### src/core/pbu_params.svh
// Register map, field positions and reset values of the program break unit.
`ifndef PBU_PARAMS_SVH
`define PBU_PARAMS_SVH
`define PBU_OFS_ADDR_FIRST 8'h00
`define PBU_OFS_ADDR_SECOND 8'h04
`define PBU_OFS_CTRL_FIRST 8'h08
`define PBU_OFS_CTRL_SECOND 8'h0C
`define PBU_OFS_STOP 8'h10
`define PBU_BIT_FLAG 7
`define PBU_BIT_MASTER 6
`define PBU_BIT_MASK_HI 5
`define PBU_BIT_MASK_LO 3
`define PBU_BIT_COND_HI 2
`define PBU_BIT_COND_LO 1
`define PBU_BIT_IE 0
`define PBU_RST_ADDR 24'h000000
`define PBU_RST_CTRL 8'h00
`define PBU_RST_STOP 1'b1
`endif

### src/core/pbu_pkg.sv
// Types shared by the program break unit.
`default_nettype none
package pbu_pkg;
    typedef enum logic [1:0] {
        PBU_COND_FETCH = 2'b00,
        PBU_COND_READ = 2'b01,
        PBU_COND_WRITE = 2'b10,
        PBU_COND_RW = 2'b11
    } pbu_cond_e;
    typedef logic [23:0] pbu_addr_t;
    typedef logic [2:0] pbu_mask_t;
endpackage
`default_nettype wire

### src/core/pbu_top.sv
// Two-channel program break unit with a classic Wishbone register slave.
`default_nettype none
`include "pbu_params.svh"
// What this block does
// - Mask code hides 0-4, 8, 12, 16 low bits.
// - Condition selects fetch, read, write or either.
// - Request passes only while enable bit is set.
// - Second control register mirrors the first.
// - Fetch match flags and requests before execution.
// - Data match flags after the instruction completes.
// - Stack and branch reads count as data.
// - Request goes to interrupt controller, not exception.
// - Block move defers request until it ends.
// - Transfer controller match waits for its end.
// - Fetch break after sleep skips sleep entry.
// - Standby entry skips handling but sets flag.
// - Enable adds a state to on-chip branches.
// - Data access to fetch-break address adds state.
// - Memory-mode predecessor of break adds a state.
// - Simple predecessor of break adds a state.
// - Unit starts stopped; registers dead until cleared.
// - Both channels share one request line.
// - Flags clear by zero write after read.
// - Transfer-controller-owned bus delays request acceptance.
// - Master select picks processor or both masters.
// - Each channel holds 24-bit address, reset zero.
module pbu_top #(
    parameter int ADDR_W = 8
) (
    input wire logic clk_in,
    input wire logic reset_n_in,
    input wire logic ce_in,
    input wire logic wb_cyc_in,
    input wire logic wb_stb_in,
    input wire logic wb_we_in,
    input wire logic [ADDR_W-1:0] wb_adr_in,
    input wire logic [3:0] wb_sel_in,
    input wire logic [31:0] wb_dat_in,
    output logic [31:0] wb_dat_out,
    output logic wb_ack_out,
    input wire logic bus_valid_in,
    input wire pbu_pkg::pbu_addr_t bus_addr_in,
    input wire logic bus_fetch_in,
    input wire logic bus_write_in,
    input wire logic bus_tc_in,
    input wire logic bus_onchip_in,
    input wire logic insn_exec_in,
    input wire logic insn_flush_in,
    input wire logic insn_done_in,
    input wire logic block_move_busy_in,
    input wire logic tc_owns_bus_in,
    input wire logic tc_xfer_end_in,
    input wire logic sleep_req_in,
    input wire logic standby_sel_in,
    input wire logic branch_onchip_in,
    input wire logic prev_mem_onchip_in,
    input wire logic prev_simple_onchip_in,
    output logic break_req_out,
    output logic sleep_skip_out,
    output logic extra_state_out,
    output logic [1:0] match_flag_out
);
    import pbu_pkg::*;

    pbu_addr_t bar_ff [2];
    logic [1:0] flag_ff;
    logic [1:0] master_ff;
    pbu_mask_t mask_ff [2];
    pbu_cond_e cond_ff [2];
    logic [1:0] ie_ff;
    logic [1:0] armed_ff;
    logic [1:0] pend_fetch_ff;
    logic [1:0] pend_data_ff;
    logic [1:0] tc_hold_ff;
    logic stop_ff;
    logic ack_ff;
    logic [31:0] rdat_ff;
    logic req_ff;
    logic skip_ff;
    logic extra_ff;

    logic [1:0] fmatch;
    logic [1:0] dmatch;
    logic [1:0] ffmatch;
    logic [1:0] rel_fetch;
    logic [1:0] rel_data;
    logic [1:0] clr_flag;
    logic [1:0] nxt_flag;
    logic [1:0] wr_ctrl;
    logic [1:0] wr_addr;
    logic req_take;
    logic wr_take;
    logic [31:0] nxt_rdat;
    logic [ADDR_W-1:0] ofs_addr [2];
    logic [ADDR_W-1:0] ofs_ctrl [2];

    assign ofs_addr[0] = ADDR_W'(`PBU_OFS_ADDR_FIRST);
    assign ofs_addr[1] = ADDR_W'(`PBU_OFS_ADDR_SECOND);
    assign ofs_ctrl[0] = ADDR_W'(`PBU_OFS_CTRL_FIRST);
    assign ofs_ctrl[1] = ADDR_W'(`PBU_OFS_CTRL_SECOND);

    // Low-bit mask for a mask code; ones mark the bits that are compared.
    function automatic pbu_addr_t cmp_mask(input pbu_mask_t code);
        pbu_addr_t m;
        m = 24'hFFFFFF;
        unique case (code)
            3'h0: m = 24'hFFFFFF;
            3'h1: m = 24'hFFFFFE;
            3'h2: m = 24'hFFFFFC;
            3'h3: m = 24'hFFFFF8;
            3'h4: m = 24'hFFFFF0;
            3'h5: m = 24'hFFFF00;
            3'h6: m = 24'hFFF000;
            3'h7: m = 24'hFF0000;
        endcase
        return m;
    endfunction

    // Wishbone answers one cycle after the strobe and drops ack the next cycle.
    assign req_take = wb_cyc_in && wb_stb_in && !ack_ff;
    assign wr_take = wb_cyc_in && wb_stb_in && wb_we_in && ack_ff && !stop_ff;

    always_ff @(posedge clk_in or negedge reset_n_in) begin
        if (!reset_n_in) begin
            ack_ff <= 1'b0;
        end else if (ce_in) begin
            ack_ff <= req_take;
        end
    end

    always_comb begin
        nxt_rdat = 32'h00000000;
        if (wb_adr_in == ADDR_W'(`PBU_OFS_STOP)) begin
            nxt_rdat = {31'h00000000, stop_ff};
        end else if (!stop_ff) begin
            for (int c = 0; c < 2; c++) begin
                if (wb_adr_in == ofs_addr[c]) begin
                    nxt_rdat = {8'h00, bar_ff[c]};
                end
                if (wb_adr_in == ofs_ctrl[c]) begin
                    nxt_rdat = {24'h000000, flag_ff[c], master_ff[c], mask_ff[c],
                        cond_ff[c], ie_ff[c]};
                end
            end
        end
    end

    always_ff @(posedge clk_in or negedge reset_n_in) begin
        if (!reset_n_in) begin
            rdat_ff <= 32'h00000000;
        end else if (ce_in && req_take) begin
            rdat_ff <= wb_we_in ? 32'h00000000 : nxt_rdat;
        end
    end

    always_ff @(posedge clk_in or negedge reset_n_in) begin
        if (!reset_n_in) begin
            stop_ff <= `PBU_RST_STOP;
        end else if (ce_in && wb_cyc_in && wb_stb_in && wb_we_in && ack_ff &&
                wb_adr_in == ADDR_W'(`PBU_OFS_STOP) && wb_sel_in[0]) begin
            stop_ff <= wb_dat_in[0];
        end
    end

    genvar g;
    generate
        for (g = 0; g < 2; g++) begin : gen_chan
            // Channel comparison; the second channel is an exact copy of the first.
            logic addr_eq;
            logic master_ok;
            assign addr_eq = ((bus_addr_in ^ bar_ff[g]) & cmp_mask(mask_ff[g])) == 24'h000000;
            assign master_ok = !bus_tc_in || master_ff[g];
            assign fmatch[g] = bus_valid_in && !stop_ff && addr_eq && bus_fetch_in &&
                !bus_tc_in && cond_ff[g] == PBU_COND_FETCH;
            // Stack and branch-target reads arrive as ordinary data reads.
            assign dmatch[g] = bus_valid_in && !stop_ff && addr_eq && !bus_fetch_in &&
                master_ok && ((bus_write_in && cond_ff[g][1]) ||
                (!bus_write_in && cond_ff[g][0]));
            assign ffmatch[g] = bus_valid_in && !stop_ff && addr_eq && !bus_fetch_in &&
                cond_ff[g] == PBU_COND_FETCH;
            assign rel_fetch[g] = (pend_fetch_ff[g] || fmatch[g]) &&
                (insn_exec_in || (sleep_req_in && standby_sel_in));
            assign rel_data[g] = (pend_data_ff[g] || dmatch[g]) && insn_done_in;
            assign wr_ctrl[g] = wr_take && wb_adr_in == ofs_ctrl[g] && wb_sel_in[0];
            assign wr_addr[g] = wr_take && wb_adr_in == ofs_addr[g];
            assign clr_flag[g] = wr_ctrl[g] && armed_ff[g] && !wb_dat_in[`PBU_BIT_FLAG];
            assign nxt_flag[g] = rel_fetch[g] || rel_data[g] || (flag_ff[g] && !clr_flag[g]);

            always_ff @(posedge clk_in or negedge reset_n_in) begin
                if (!reset_n_in) begin
                    bar_ff[g] <= `PBU_RST_ADDR;
                end else if (ce_in && wr_addr[g]) begin
                    for (int b = 0; b < 3; b++) begin
                        if (wb_sel_in[b]) begin
                            bar_ff[g][8*b+:8] <= wb_dat_in[8*b+:8];
                        end
                    end
                end
            end

            always_ff @(posedge clk_in or negedge reset_n_in) begin
                if (!reset_n_in) begin
                    master_ff[g] <= 1'(`PBU_RST_CTRL >> `PBU_BIT_MASTER);
                    mask_ff[g] <= 3'h0;
                    cond_ff[g] <= PBU_COND_FETCH;
                    ie_ff[g] <= 1'b0;
                end else if (ce_in && wr_ctrl[g]) begin
                    master_ff[g] <= wb_dat_in[`PBU_BIT_MASTER];
                    mask_ff[g] <= wb_dat_in[`PBU_BIT_MASK_HI:`PBU_BIT_MASK_LO];
                    cond_ff[g] <= pbu_cond_e'(wb_dat_in[`PBU_BIT_COND_HI:`PBU_BIT_COND_LO]);
                    ie_ff[g] <= wb_dat_in[`PBU_BIT_IE];
                end
            end

            // A new match wins over a clearing write in the same cycle.
            always_ff @(posedge clk_in or negedge reset_n_in) begin
                if (!reset_n_in) begin
                    flag_ff[g] <= 1'b0;
                    armed_ff[g] <= 1'b0;
                end else if (ce_in) begin
                    flag_ff[g] <= nxt_flag[g];
                    if (wr_ctrl[g]) begin
                        armed_ff[g] <= 1'b0;
                    end else if (req_take && !wb_we_in && !stop_ff &&
                            wb_adr_in == ofs_ctrl[g] && flag_ff[g]) begin
                        armed_ff[g] <= 1'b1;
                    end
                end
            end

            always_ff @(posedge clk_in or negedge reset_n_in) begin
                if (!reset_n_in) begin
                    pend_fetch_ff[g] <= 1'b0;
                    pend_data_ff[g] <= 1'b0;
                    tc_hold_ff[g] <= 1'b0;
                end else if (ce_in) begin
                    if (rel_fetch[g] || insn_flush_in) begin
                        pend_fetch_ff[g] <= 1'b0;
                    end else if (fmatch[g]) begin
                        pend_fetch_ff[g] <= 1'b1;
                    end
                    if (rel_data[g]) begin
                        pend_data_ff[g] <= 1'b0;
                    end else if (dmatch[g]) begin
                        pend_data_ff[g] <= 1'b1;
                    end
                    if (dmatch[g] && bus_tc_in) begin
                        tc_hold_ff[g] <= 1'b1;
                    end else if (tc_xfer_end_in) begin
                        tc_hold_ff[g] <= 1'b0;
                    end
                end
            end
        end
    endgenerate

    // The shared request goes to the interrupt controller for priority resolution.
    always_ff @(posedge clk_in or negedge reset_n_in) begin
        if (!reset_n_in) begin
            req_ff <= 1'b0;
            skip_ff <= 1'b0;
            extra_ff <= 1'b0;
        end else if (ce_in) begin
            req_ff <= |(flag_ff & ie_ff & ~tc_hold_ff) && !block_move_busy_in &&
                !tc_owns_bus_in && !standby_sel_in;
            skip_ff <= sleep_req_in && !standby_sel_in && |(pend_fetch_ff & ie_ff);
            extra_ff <= (|ie_ff && branch_onchip_in) ||
                (|ffmatch && bus_onchip_in) ||
                (|(rel_fetch & ie_ff) && (prev_mem_onchip_in || prev_simple_onchip_in));
        end
    end

    assign wb_ack_out = ack_ff;
    assign wb_dat_out = rdat_ff;
    assign break_req_out = req_ff;
    assign sleep_skip_out = skip_ff;
    assign extra_state_out = extra_ff;
    assign match_flag_out = flag_ff;
endmodule // pbu_top
`default_nettype wire

### config.mk
export PLATFORM = sky130hd
export DESIGN_NAME = pbu_top
export DESIGN_NICKNAME = d
export VERILOG_FILES = /design/src/core/pbu_pkg.sv /design/src/core/pbu_top.sv
export VERILOG_INCLUDE_DIRS = /design/src /design/src/core
export SDC_FILE = /design/constraint.sdc
export NUM_CORES = 1
export LEC_CHECK = 0
export BUFFER_PORTS_ARGS = -buffer_cell sky130_fd_sc_hd__buf_2
export CAP_MARGIN = 20
export CORE_ASPECT_RATIO = 1.5
export CORE_MARGIN = 1.5
export CORE_UTILIZATION = 55
export CTS_BUF_LIST = sky130_fd_sc_hd__clkbuf_8
export CTS_CLUSTER_DIAMETER = 80
export CTS_CLUSTER_SIZE = 12
export DETAILED_ROUTE_END_ITERATION = 12
export PLACE_DENSITY_LB_ADDON = 0.25
export SLEW_MARGIN = 0
export SYNTH_ARGS = -nofsm -noshare
export SYNTH_HDL_FRONTEND = slang
export SYNTH_SLANG_ARGS = --single-unit
### constraint.sdc
create_clock -name clk_in -period 2.29 [get_ports clk_in]
set_clock_uncertainty 0.1 [all_clocks]
set_input_delay 0.1145 -clock clk_in [delete_from_list [all_inputs] [get_ports clk_in]]
set_output_delay 0.1145 -clock clk_in [all_outputs]
set_load 0.1 [all_outputs]
==> results.yml <==
run_status:
  run_status: "finished, final reports clean"
floorplan:
  row_count: 43
  io_pins: 128
  start_util_pct: 56.65
  fp.dieH_um: 122.9
  die_area_mm2: 0.01020
  die_x_um: 82.95
  design.core.area_mm2: 0.009308
routing:
  vias: 4288
  dr.pass1.iters: 4
  wl_per_cell_um: 18.32
  antenna_left: 0
  drc: 0
  drt_iter0_drc: 351
  drt-total-wl_um: 13430
  viasPerCell: 5.850
critical_path:
  path_delay_family: "simple AND/OR/NAND/NOR gates"
  cp-start-kind: "register"
  path_cells: "xor2_1 > nor4_2 > a2bb2oi_1 > o2111ai_1 > nor2_1 > nor2_1 > o221ai_1"
  critPathKind: "register to register"
  critPathBufInv: 0
  path_max_fanout: 3
  crit_top_cell: "nor2_1"
  cpPeakStageDelay_ns: 0.41
  crit_path_end_kind: "register"
  crit_required_ns: 2.48
  crit_path_top_delay_cell: "dfrtp_1"
  arrival_ns: 2.36
clocking:
  numCtsBuffers: 9
  cts_tree: "yes"
  cts_max_level: 3
  clk_pin_slew_ns: 0.09
  root_buffer: "clkbuf_8"
  clk-insertion-delay-late_ns: 0.38
  post-cts-setup-buffer-count: 0
  cts_buffer_depth: 2
  clock_sinks: 101
cells_and_area:
  fin_util_pct: 70.98
  final-instance-count-excl-fill: 733
  design_area_mm2: 0.006606
  syn2layout_area_growth_pct: 25.30
  layout-drive-gt1-share_pct: 37.20
  antenna_cells: 0
  seq_area_mm2: 0.002530
  multi_input_area_mm2: 0.002686
  nets: 706
  fill_cells: 690
power_and_ir_drop:
  ir_worst_vdd_uv: 402.4
  power_mw: 3.450
  power.leakage_nw: 3.214
  powerDensity_mw_per_mm2: 522.2
worst_hold_path:
  hp-class: "input port to register"
yosys:
  ys_warn_count: 0
  synth.distinct_cells: 60
  yosys.area.top_type: "dfrtp_1"
  synthesis.area_mm2: 0.005273
  yosysSeqAreaShare_pct: 47.96
  synthCells: 462
  avgSynthCellArea_um2: 11.41
  async_reset_ff_share_pct: 100.0
  ys_ff_latch: 101
  yosys-top-cells-count: "dfrtp_1 (100), mux2_2 (44), nand2_1 (44), o21ai_0 (36), xnor2_1 (31)"
  synth.most_common_cell: "dfrtp_1"
  synth_edf_count: 0
  synth.area.top_cells: "dfrtp_1 (47%), mux2_2 (9.4%), xnor2_1 (5.1%)"
  synth_top_area_share_pct: 47.46
  synth-main-ff-cell: "dfrtp_1"
grt:
  globalRoute.totalOverflow: 0
  grt_max_degree: 50
  grtUsageTotal_pct: 26.97
  grt_pass1_wl_um: 21430
  first_global_vias: 4318
  grt_antenna_before_repair: 0
sta:
  final-setup-viol-count: 0
  timing.final.ws_setup_ns: 0.1132
  final-hold-violation-count: 0
  worstMarginPinSlew_ns: 0.5137
  slew_headroom_pct: 65.75
  post-route-period-util_pct: 95.06
  min_period_ns: 2.177
  slew_violations: 0
  fmax_ghz: 0.4594
placement:
  pre_cts_ws_ns: 0.1172
  place_congestion: 0.9119
  placed_cell_area_mm2: 0.005969
  hpwl_um: 9711
  io_buffers: 110
  dp_cells: 682
job:
  max-cap-violations: 0
## where the power goes
part	total [mW]	switching [mW]	leakage, nW	internal, mW
logic	0.403	0.255	1.70	0.148
clock network	1.26	0.614	0.110	0.643
registers	1.79	0.00344	1.40	1.79
total	3.45	0.873	3.21	2.58
## cell usage in the layout, fill, tap and decap left out, drive strengths merged, types with 3 or more instances in the layout
master,n
mux2i,3
xor2,17
inv,8
nor3,9
o211ai,3
mux2,63
a222oi,6
nand3,12
xnor2,31
clkbuf,10
nor4,7
dlygate4sd3,35
nand4,4
conb,8
o21ai,38
nand2b,3
nand2,53
o221ai,3
and3,3
dfrtp,100
nor2,16
buf,121
a21oi,12
o2111ai,3
a22oi,18
a22o,4
a41oi,3
## worst reg2reg max path, cell delays in order (launching register included)
cell and delay [ns]:
dfrtp_1 0.41, xor2_1 0.19, nor4_2 0.34, a2bb2oi_1 0.21
o2111ai_1 0.24, nor2_1 0.35, nor2_1 0.08, o221ai_1 0.18
## final cells by class
cell class / instances / area share (%)
multi-input cells: 341 / 40.66
flip-flops and latches: 101 / 38.30
repair buffers: 156 / 15.11
well taps: 112 / 2.121
clock buffers: 10 / 2.083
clock inverters: 6 / 1.326
inverters: 7 / 0.3977
## flip-flops by register name, summed over array words and instances (netlist names)
name,cells
stop_ff,1
cond_ff,4
armed_ff,2
master_ff,2
match_flag_out,2
bar_ff,48
pend_fetch_ff,2
mask_ff,6
break_req_out,1
wb_ack_out,1
ie_ff,2
sleep_skip_out,1
pend_data_ff,2
extra_state_out,1
tc_hold_ff,2
wb_dat_out,24
## metal layers
layer | share of wire (%) | track usage, %
met5 | 0 | 0
met4 | 1.8 | 10.21
met3 | 5.1 | 4.740
met2 | 54 | 48.68
met1 | 39 | 32.32
## worst paths after layout
kind                                     from           endpoint  slack, ns  cells past startpoint
worst min register to register  wb_dat_out[9]      wb_dat_out[9]       0.38                      2
max in group asynchronous          reset_n_in            stop_ff       1.24                      3
worst max register to register     bar_ff[15]  match_flag_out[1]       0.11                      7
worst max-delay path               bar_ff[15]  match_flag_out[1]       0.11                      7
worst min-delay path             wb_sel_in[0]            stop_ff       0.05                      3
min in group asynchronous          reset_n_in         cond_ff[1]       0.13                      2
## logic make-up (layout without fill, tap and decap cells)
family,after synthesis,in the layout,synth area share [%]
XOR/XNOR,48,48,7.973
AO/OA/AOI/OAI,103,103,13.27
buffers and inverters,27,179,2.753
multiplexers,66,66,15.16
other,1,8,0.07112
flip-flops,101,101,47.96
AND/OR/NAND/NOR,116,116,12.81
## per-stage QoR
step	TNS (ns)	hold slack (ns)
4_1_cts	0	0.03648
3_3_place_gp	0	0.001551
5_1_grt	-0.0006939	0.04117
3_5_place_dp	0	0.005378
6_report	0	0.05100
2_1_floorplan	0	-0.2811
## timing repair
action | 4_1_cts | 5_1_grt
setup endpoints to repair | 0 | 6
endpoints found under the hold margin | 107 | 0
resized for setup | 0 | 8
hold buffers | 35 | 0
Note: power is estimated with default switching activity, not from simulation.
